===== src/design/ppo_pkg.sv =====
// Package with constants and register map of the pressure pulse output
package ppo_pkg;
    localparam int unsigned CLK_HZ          = 100_000_000;
    localparam int unsigned RATE_SLOW_HZ    = 5_000;
    localparam int unsigned RATE_FAST_HZ    = 50_000;
    // Half period in clocks, rounded down
    localparam int unsigned HALF_SLOW       = CLK_HZ / (2 * RATE_SLOW_HZ);
    localparam int unsigned HALF_FAST       = CLK_HZ / (2 * RATE_FAST_HZ);
    localparam int unsigned START_DLY_MS    = 1;
    localparam int unsigned START_DLY_CYC   = CLK_HZ / 1000 * START_DLY_MS;
    // Pressure is held in units of 0.001 hPa
    localparam int unsigned MILLI_PER_LOW   = 100;
    localparam int unsigned MILLI_PER_HIGH  = 10;
    localparam int unsigned MILLI_PER_DECI  = 100;

    localparam logic [11:0] CTRL_ADDR       = 12'h000;
    localparam logic [11:0] OFFS_ADDR       = 12'h004;
    localparam logic [11:0] PRES_ADDR       = 12'h008;
    localparam logic [11:0] TEST_ADDR       = 12'h00C;
    localparam logic [11:0] TCORR_ADDR      = 12'h010;
    localparam logic [11:0] TCNT_ADDR       = 12'h014;
    localparam logic [11:0] STAT_ADDR       = 12'h018;
    localparam logic [11:0] TIN_ADDR        = 12'h01C;

    localparam int unsigned CTRL_EN_BIT     = 0;
    localparam int unsigned CTRL_FAST_BIT   = 1;
    localparam int unsigned CTRL_HIGH_BIT   = 2;
    localparam int unsigned TEST_ARG_BIT    = 1;
    localparam logic [31:0] CTRL_RST        = 32'h0000_0000;
    localparam logic [31:0] OFFS_RST        = 32'h0000_0000;
    localparam logic [31:0] PRES_RST        = 32'h0000_0000;

    typedef enum logic [1:0] {ST_IDLE, ST_WAIT, ST_HIGH, ST_LOW} ppo_state_e;
endpackage : ppo_pkg


===== src/design/ppo_divider.sv =====
// Pulse count arithmetic: corrected pressure and rounded quotient
`timescale 1ns/1ns
module ppo_divider
(
    input  wire logic        clock,
    input  wire logic        nrst,
    input  wire logic        clk_en,
    input  wire logic        start,
    input  wire logic [31:0] pres_milli,
    input  wire logic [31:0] offs_deci,
    input  wire logic        high_res,
    output logic             busy,
    output logic [31:0]      corr_milli,
    output logic [31:0]      count
);
    import ppo_pkg::*;

    typedef struct packed {
        logic        busy;
        logic [31:0] corr;
        logic [31:0] rem;
        logic [31:0] quo;
        logic [31:0] step;
    } ppo_div_s;

    ppo_div_s s_q;
    ppo_div_s s_d;
    logic signed [63:0] corr_w;

    always_comb
    begin
        s_d    = s_q;
        corr_w = 64'($signed(pres_milli))
               + 64'($signed(offs_deci)) * 64'(MILLI_PER_DECI);
        if (start && !s_q.busy)
        begin
            s_d.busy = 1'b1;
            s_d.corr = corr_w[31:0];
            s_d.step = high_res ? 32'(MILLI_PER_HIGH)
                                : 32'(MILLI_PER_LOW);
            // Negative corrected pressure gives no pulses
            s_d.rem  = corr_w[63] ? 32'h0000_0000
                     : 32'(corr_w[31:0] + (s_d.step >> 1));
            s_d.quo  = 32'h0000_0000;
        end
        else if (s_q.busy)
        begin
            // Repeated subtraction; slow but small, delay is allowed
            if (s_q.rem >= s_q.step)
            begin
                s_d.rem = s_q.rem - s_q.step;
                s_d.quo = s_q.quo + 32'h0000_0001;
            end
            else
                s_d.busy = 1'b0;
        end
    end

    always_ff @(posedge clock or negedge nrst)
    begin
        if (!nrst)
            s_q <= '0;
        else if (clk_en)
            s_q <= s_d;
    end

    assign busy       = s_q.busy;
    assign corr_milli = s_q.corr;
    assign count      = s_q.quo;
endmodule : ppo_divider


===== src/design/ppo_top.sv =====
// Pressure pulse output block with APB registers
`timescale 1ns/1ns
//
// Function
// - Burst rate is slow about 5 kHz or fast about 50 kHz.
// - One pulse is 0.1 hPa low resolution or 0.01 hPa high.
// - Count is pressure plus offset over step, rounded to nearest.
// - Offset is signed with one decimal; negative lowers pressure.
// - Enable, rate, resolution, offset are stored independently.
// - Trigger is honoured only while the arm switch is on.
// - Test reports input, corrected pressure and count, any switch.
// - Test with argument uses that pressure instead of measured.
// - No burst starts while in error; error ends a burst only during its start delay.
// - Pulse mode unavailable when analog module is fitted.
// - Burst starts on trigger falling edge.
// - First pulse within 1 to 100 ms of trigger fall.
module ppo_top
#(
    parameter int unsigned START_CYC = ppo_pkg::START_DLY_CYC
)
(
    input  wire logic                 clock,
    input  wire logic                 nrst,
    input  wire logic                 clk_en,
    input  wire logic                 psel,
    input  wire logic                 penable,
    input  wire logic                 pwrite,
    input  wire logic [11:0]          paddr,
    input  wire logic [31:0]          pwdata,
    output logic                      pready,
    output logic                      pslverr,
    output logic [31:0]               prdata,
    input  wire logic                 trigger_in,
    input  wire logic                 trigger_arm_switch,
    input  wire logic                 error_active,
    input  wire logic                 analog_fitted,
    input  wire logic [31:0]          meas_pressure,
    output logic                      pulse_out
);
    import ppo_pkg::*;

    typedef struct packed {
        logic [2:0]  trg_sync;
        logic [1:0]  arm_sync;
        logic [1:0]  err_sync;
        logic [1:0]  ana_sync;
        logic        trg_prev;
        logic        en;
        logic        fast;
        logic        high;
        logic [31:0] offs;
        logic [31:0] test_pres;
        logic [31:0] test_in;
        logic        test_busy;
        logic        test_done;
        logic        burst_calc;
        ppo_state_e  st;
        logic [31:0] remain;
        logic [31:0] tmr;
        logic        pulse;
        logic [31:0] rdata;
        logic        div_go;
        logic        div_seen;
    } ppo_top_s;

    ppo_top_s    s_q;
    ppo_top_s    s_d;
    logic        div_busy;
    logic [31:0] div_corr;
    logic [31:0] div_count;
    logic [31:0] div_pres;
    logic        wr_acc;
    logic        rd_acc;
    logic        armed;
    logic        err_now;
    logic        trg_fall;
    logic [31:0] half_cyc;

    function automatic logic [31:0] half_period(input logic fast);
        half_period = fast ? 32'(HALF_FAST) : 32'(HALF_SLOW);
    endfunction : half_period

    // Test pressure only when a test runs, otherwise the measured value
    assign div_pres = s_q.test_busy ? s_q.test_in : meas_pressure;

    ppo_divider u_div
    (
        .clock      (clock),
        .nrst       (nrst),
        .clk_en     (clk_en),
        .start      (s_q.div_go),
        .pres_milli (div_pres),
        .offs_deci  (s_q.offs),
        .high_res   (s_q.high),
        .busy       (div_busy),
        .corr_milli (div_corr),
        .count      (div_count)
    );

    assign wr_acc   = psel && penable && pwrite;
    assign rd_acc   = psel && !penable && !pwrite;
    assign err_now  = s_q.err_sync[1];
    always_comb
    begin
        half_cyc = half_period(s_q.fast);
        trg_fall = s_q.trg_prev && !s_q.trg_sync[1];
        // Mode is usable only when enabled, switched on, no analog card
        armed    = s_q.en && s_q.arm_sync[1]
                && !s_q.ana_sync[1];
    end

    always_comb
    begin
        s_d          = s_q;
        s_d.div_go   = 1'b0;
        s_d.trg_sync = {s_q.trg_sync[1:0], trigger_in};
        s_d.arm_sync = {s_q.arm_sync[0], trigger_arm_switch};
        s_d.err_sync = {s_q.err_sync[0], error_active};
        s_d.ana_sync = {s_q.ana_sync[0], analog_fitted};
        s_d.trg_prev = s_q.trg_sync[1];

        if (wr_acc)
        begin
            unique case (paddr)
                CTRL_ADDR:
                begin
                    // Fields kept separately so other settings survive
                    s_d.en   = pwdata[CTRL_EN_BIT];
                    s_d.fast = pwdata[CTRL_FAST_BIT];
                    s_d.high = pwdata[CTRL_HIGH_BIT];
                end
                OFFS_ADDR: s_d.offs = pwdata;
                PRES_ADDR: s_d.test_pres = pwdata;
                TEST_ADDR:
                begin
                    // Test runs regardless of the arm switch
                    if (pwdata[0] && !s_q.test_busy && s_q.st == ST_IDLE)
                    begin
                        s_d.test_busy = 1'b1;
                        s_d.test_done = 1'b0;
                        s_d.test_in   = pwdata[TEST_ARG_BIT]
                                      ? s_q.test_pres : meas_pressure;
                        s_d.div_go    = 1'b1;
                        s_d.div_seen  = 1'b0;
                    end
                end
                default: ;
            endcase
        end

        if (rd_acc)
        begin
            unique case (paddr)
                CTRL_ADDR:  s_d.rdata = {29'h0000_0000, s_q.high,
                                         s_q.fast, s_q.en};
                OFFS_ADDR:  s_d.rdata = s_q.offs;
                PRES_ADDR:  s_d.rdata = s_q.test_pres;
                TEST_ADDR:  s_d.rdata = {30'h0000_0000, s_q.test_done,
                                         s_q.test_busy};
                TIN_ADDR:   s_d.rdata = s_q.test_in;
                TCORR_ADDR: s_d.rdata = div_corr;
                TCNT_ADDR:  s_d.rdata = div_count;
                STAT_ADDR:  s_d.rdata = {26'h000_0000, armed,
                                         s_q.ana_sync[1], err_now,
                                         s_q.arm_sync[1],
                                         s_q.st != ST_IDLE, s_q.pulse};
                default:    s_d.rdata = 32'h0000_0000;
            endcase
        end

        if (div_busy)
            s_d.div_seen = 1'b1;
        if (s_q.test_busy && s_q.div_seen && !div_busy && !s_q.div_go)
        begin
            s_d.test_busy = 1'b0;
            s_d.test_done = 1'b1;
        end

        unique case (s_q.st)
            ST_IDLE:
            begin
                s_d.pulse = 1'b1;
                if (trg_fall && armed && !err_now && !s_q.test_busy)
                begin
                    s_d.st         = ST_WAIT;
                    s_d.div_go     = 1'b1;
                    s_d.div_seen   = 1'b0;
                    s_d.burst_calc = 1'b1;
                    s_d.tmr        = 32'(START_CYC);
                end
            end
            ST_WAIT:
            begin
                // Least delay of 1 ms, then wait for the count
                if (s_q.tmr != 32'h0000_0000)
                    s_d.tmr = s_q.tmr - 32'h0000_0001;
                if (s_q.burst_calc && s_q.div_seen && !div_busy
                    && !s_q.div_go)
                begin
                    s_d.burst_calc = 1'b0;
                    s_d.remain     = div_count;
                end
                if (err_now || !armed)
                    s_d.st = ST_IDLE;
                else if (!s_q.burst_calc && s_q.tmr == 32'h0000_0000)
                begin
                    if (s_q.remain == 32'h0000_0000)
                        s_d.st = ST_IDLE;
                    else
                    begin
                        s_d.st    = ST_LOW;
                        s_d.pulse = 1'b0;
                        s_d.tmr   = half_cyc - 32'h0000_0001;
                    end
                end
            end
            ST_LOW:
            begin
                if (s_q.tmr != 32'h0000_0000)
                    s_d.tmr = s_q.tmr - 32'h0000_0001;
                else
                begin
                    s_d.st     = ST_HIGH;
                    s_d.pulse  = 1'b1;
                    s_d.tmr    = half_cyc - 32'h0000_0001;
                    s_d.remain = s_q.remain - 32'h0000_0001;
                end
            end
            ST_HIGH:
            begin
                if (s_q.tmr != 32'h0000_0000)
                    s_d.tmr = s_q.tmr - 32'h0000_0001;
                else if (s_q.remain == 32'h0000_0000)
                    s_d.st = ST_IDLE;
                else
                begin
                    s_d.st    = ST_LOW;
                    s_d.pulse = 1'b0;
                    s_d.tmr   = half_cyc - 32'h0000_0001;
                end
            end
        endcase
    end

    always_ff @(posedge clock or negedge nrst)
    begin
        if (!nrst)
        begin
            s_q          <= '0;
            s_q.trg_sync <= 3'h7;
            s_q.trg_prev <= 1'b1;
            s_q.pulse    <= 1'b1;
            s_q.en       <= CTRL_RST[CTRL_EN_BIT];
            s_q.fast     <= CTRL_RST[CTRL_FAST_BIT];
            s_q.high     <= CTRL_RST[CTRL_HIGH_BIT];
            s_q.offs     <= OFFS_RST;
            s_q.test_pres <= PRES_RST;
            s_q.st       <= ST_IDLE;
        end
        else if (clk_en)
            s_q <= s_d;
    end

    assign pready    = 1'b1;
    assign pslverr   = 1'b0;
    assign prdata    = s_q.rdata;
    assign pulse_out = s_q.pulse;
endmodule : ppo_top


===== config.mk =====
export PLATFORM = sky130hd
export DESIGN_NAME = ppo_top
export DESIGN_NICKNAME = d
export VERILOG_FILES = /design/src/design/ppo_pkg.sv /design/src/design/ppo_divider.sv /design/src/design/ppo_top.sv
export SDC_FILE = /design/constraint.sdc
export NUM_CORES = 1
export LEC_CHECK = 0
export BUFFER_PORTS_ARGS = -buffer_cell sky130_fd_sc_hd__buf_2
export CAP_MARGIN = 25
export CORE_MARGIN = 3
export CORE_UTILIZATION = 45
export CTS_CLUSTER_SIZE = 8
export DETAILED_ROUTE_END_ITERATION = 10
export GPL_ROUTABILITY_DRIVEN = 0
export PLACE_DENSITY = 0.68
export SKIP_LAST_GASP = 1
export SYNTH_ARGS = -nofsm -noshare
export SYNTH_HDL_FRONTEND = slang
export SYNTH_SLANG_ARGS = --single-unit

===== constraint.sdc =====
create_clock -name clock -period 7 [get_ports clock]
set_clock_uncertainty 0.15 [all_clocks]
set_input_delay 1.4 -clock clock [delete_from_list [all_inputs] [get_ports clock]]
set_output_delay 1.4 -clock clock [all_outputs]
set_load 0.01 [all_outputs]

==> results.tsv <==
metric	value	unit
status	complete, no violations	
cts_root_buffer	clkbuf_16	
synth_top_area_cell	dfrtp_1	
cts_made_buffers	45	
synth_edf_count	0	
p_leak	11.5	nW
clkSlewWorstSetupHoldPaths	50	ps
endpoint_kind	flip-flop	
antenna_cells	0	
path_class	reg -> reg	
worst-path-buf-inv	2	
rr_worst_depth	27	
ant_nets	0	
drcViolationCount	0	
synth_most_common_cell	dfrtp_1	
grt_setup_unrepaired	yes	
holdPathStages	2	
die_area	0.0529	sq mm
via_per_inst	6.18	
crit_fanout	7	
crit_top_cell	ha_1	
cts_tree	yes	
crit_required	7360	ps
track_usage	25.7	%
final_nets	2912	
hold_viol	0	
worstHoldEndpoint	u_div.corr_milli[23]	
slowest_stage	fa_1	
hold_buffers	0	
gr-total-overflow	0	
dp_hpwl	51300	microns
syn_nets	2815	
syn_area_per_cell	8.97	sq um
yosysUniqueCellTypes	84	
firstDrtPassIters	6	
yosys.area_share.xor_xnor	4.15	%
r2r-start	s_q[170]	
final-seq-area	0.00779	sq mm
drive_gt1_share	16.4	%
synth_ff_type	dfrtp_1	
fmax	147	MHz
drt_iter0_drc	2037	
cts_buffer_depth	3	
rows	81	
intPower	0.00384	W
swShare	34.3	%
place_ws	-433	ps
portBuffers	118	
synth_fa_ha_area_share	12.9	%
period_needed	6820	ps
place_area	0.0240	sq mm
power.share.sequential	40.4	%
routed_wl	69400	microns
crit_arrival	7180	ps
netlist_top_cells_area	dfrtp_1 (34%), ha_1 (9.8%), o21ai_0 (5.1%)	
r2r_slack	180	ps
die_h	230	microns
period_share	97.4	%
critPathLaunchType	flip-flop	
netlist_area	0.0226	sq mm
pwr-share-comb	24.8	%
synth_top_area_share	34.0	%
clkLatencyLatePin	600	ps
cts.htree.levels	2	
min-delay-path-class	reg -> reg	
area_growth	13.3	%
utilization	52.0	%
finalSetupViolCount	0	
grt_pass1_vias	19795	
nFillCells	4612	
setup_tns	0	ps
synthSimpleGateAreaFrac	16.1	%
synthTopCellsByCount	dfrtp_1 (307), o21ai_0 (230), nand2_1 (202)	
initial_core_util	45.9	%
synth_compound_area_share	20.9	%
postLayoutCellArea	0.0256	sq mm
via_count	20363	
cts_sinks	311	
io_pins	121	
slowest_delay	460	ps
worst_pin_slew	934	ps
synth_async_sr_flop_share	100	%
post_drt_wl_per_cell	21.1	microns
cap_violations	0	
p_total	0.00585	W
synth_cells	2518	
max_slew_margin	37.2	%
grt_first_pass_wirelength	110000	microns
fin_ws	184	ps
ys_seq_area_share	34.5	%
ir_drop	196	uV
multi_input_area	0.0139	sq mm
power_switching	0.00201	W
worstHoldStart	u_div.corr_milli[23]	
ys_ff_latch	311	
yosys_warnings	0	
clkPwrFrac	34.7	%
synthMuxAreaShare	6.39	%
critical_path.top_delay_family	compound AO/OA/AOI/OAI gates	
slew_viol_final	0	
coreArea	0.0493	sq mm
grt_antenna_before_repair	1	
p_per_area	229	mW/mm^2
synth_top_family_by_area	compound AO/OA/AOI/OAI gates	
timing.rr.end	u_div.s_q[66]	
grt_max_degree	108	
die_w	230	microns
==> layout by cell type (no fill, tap or decap), types with 41 or more instances in the layout <==
master     synthesis  layout
buf_2              3     118
ha_1             176     171
xor2_1            48      47
nand2_1          202     200
mux2_2            97      97
nor2_1           178     172
o21ai_0          230     222
dfrtp_1          307     305
a31oi_1           42      41
buf_4             34      75
inv_1            111     111
xnor2_1           59      59
nand3_1           71      71
nor3_1            67      62
clkbuf_16          0      45
a21oi_1          167     161
a21o_1            41      41
==> worst max-delay path by stage <==
stage               cells past startpoint            end  slack (ps)      from
floorplan                              26  u_div.s_q[76]         140  s_q[170]
global placement                       29  u_div.s_q[64]        -100  s_q[170]
detailed placement                     29  u_div.s_q[64]        -430  s_q[170]
CTS                                    29  u_div.s_q[64]          50  s_q[170]
global route                           27  u_div.s_q[66]         -50  s_q[170]
finish                                 27  u_div.s_q[66]         180  s_q[170]
==> worst min-delay path, cell delays in order (launching register included) <==
cell	delay (ps)
dfrtp_1	340
nand2_1	50
nand2_1	60
==> layer usage <==
metal / GRT usage, % / vias to the layer above / wire length [microns]
li1: - / 9429 / -
met1: 35.6 / 10096 / 30900
met2: 42.1 / 729 / 32500
met3: 3.70 / 107 / 4450
met4: 7.40 / 2 / 1560
met5: 0 / - / 8
==> cell families (layout without fill, tap and decap cells) <==
family	count (synthesis)	count (layout)
XOR/XNOR	107	107
other	2	2
adder cells (fa/ha/maj)	211	211
AO/OA/AOI/OAI	748	748
multiplexers	132	132
AND/OR/NAND/NOR	740	740
flip-flops	311	311
buffers and inverters	267	380
==> flip-flops by register name, indices dropped and copies added, names as in the netlist <==
name              cells
u_div.busy            1
u_div.s_q            34
pulse_out             1
err_now               1
s_d                   5
u_div.count          32
s_q                 173
prdata               32
u_div.corr_milli     32
==> stage by stage <==
stage	cells	hold WS (ps)
final	3295	334
after detailed placement	3221	317
after floorplan	2518	296
after global placement	3217	315
after global routing	3295	350
after CTS	3284	333
==> final cells by class <==
cell class	instances	share of cell area, %
clock buffer	59	4.65
clock inverter	4	0.293
inverter	112	1.64
multi-input combinational	1940	54.3
sequential	311	30.4
tap	664	3.25
timing repair buffer	205	5.40
==> timing repair <==
item | 4_1_cts | 5_1_grt
gates resized for setup | 8 | 42
endpoints found under the setup margin | 32 | 32
pin swaps | 2 | 17
buffers inserted | 0 | 8
==> power by group through the flow <==
stage / combinational [W] / clock (W) / sequential (W)
6_report: 0.00145 / 0.00203 / 0.00237
5_1_grt: 0.00162 / 0.00214 / 0.00241
4_1_cts: 0.00142 / 0.00207 / 0.00235
3_5_place_dp: 0.00141 / 0 / 0.00238
3_3_place_gp: 0.00136 / 0 / 0.00237
2_1_floorplan: 0.00108 / 0 / 0.00229
Note: power is estimated with default switching activity, not from simulation.
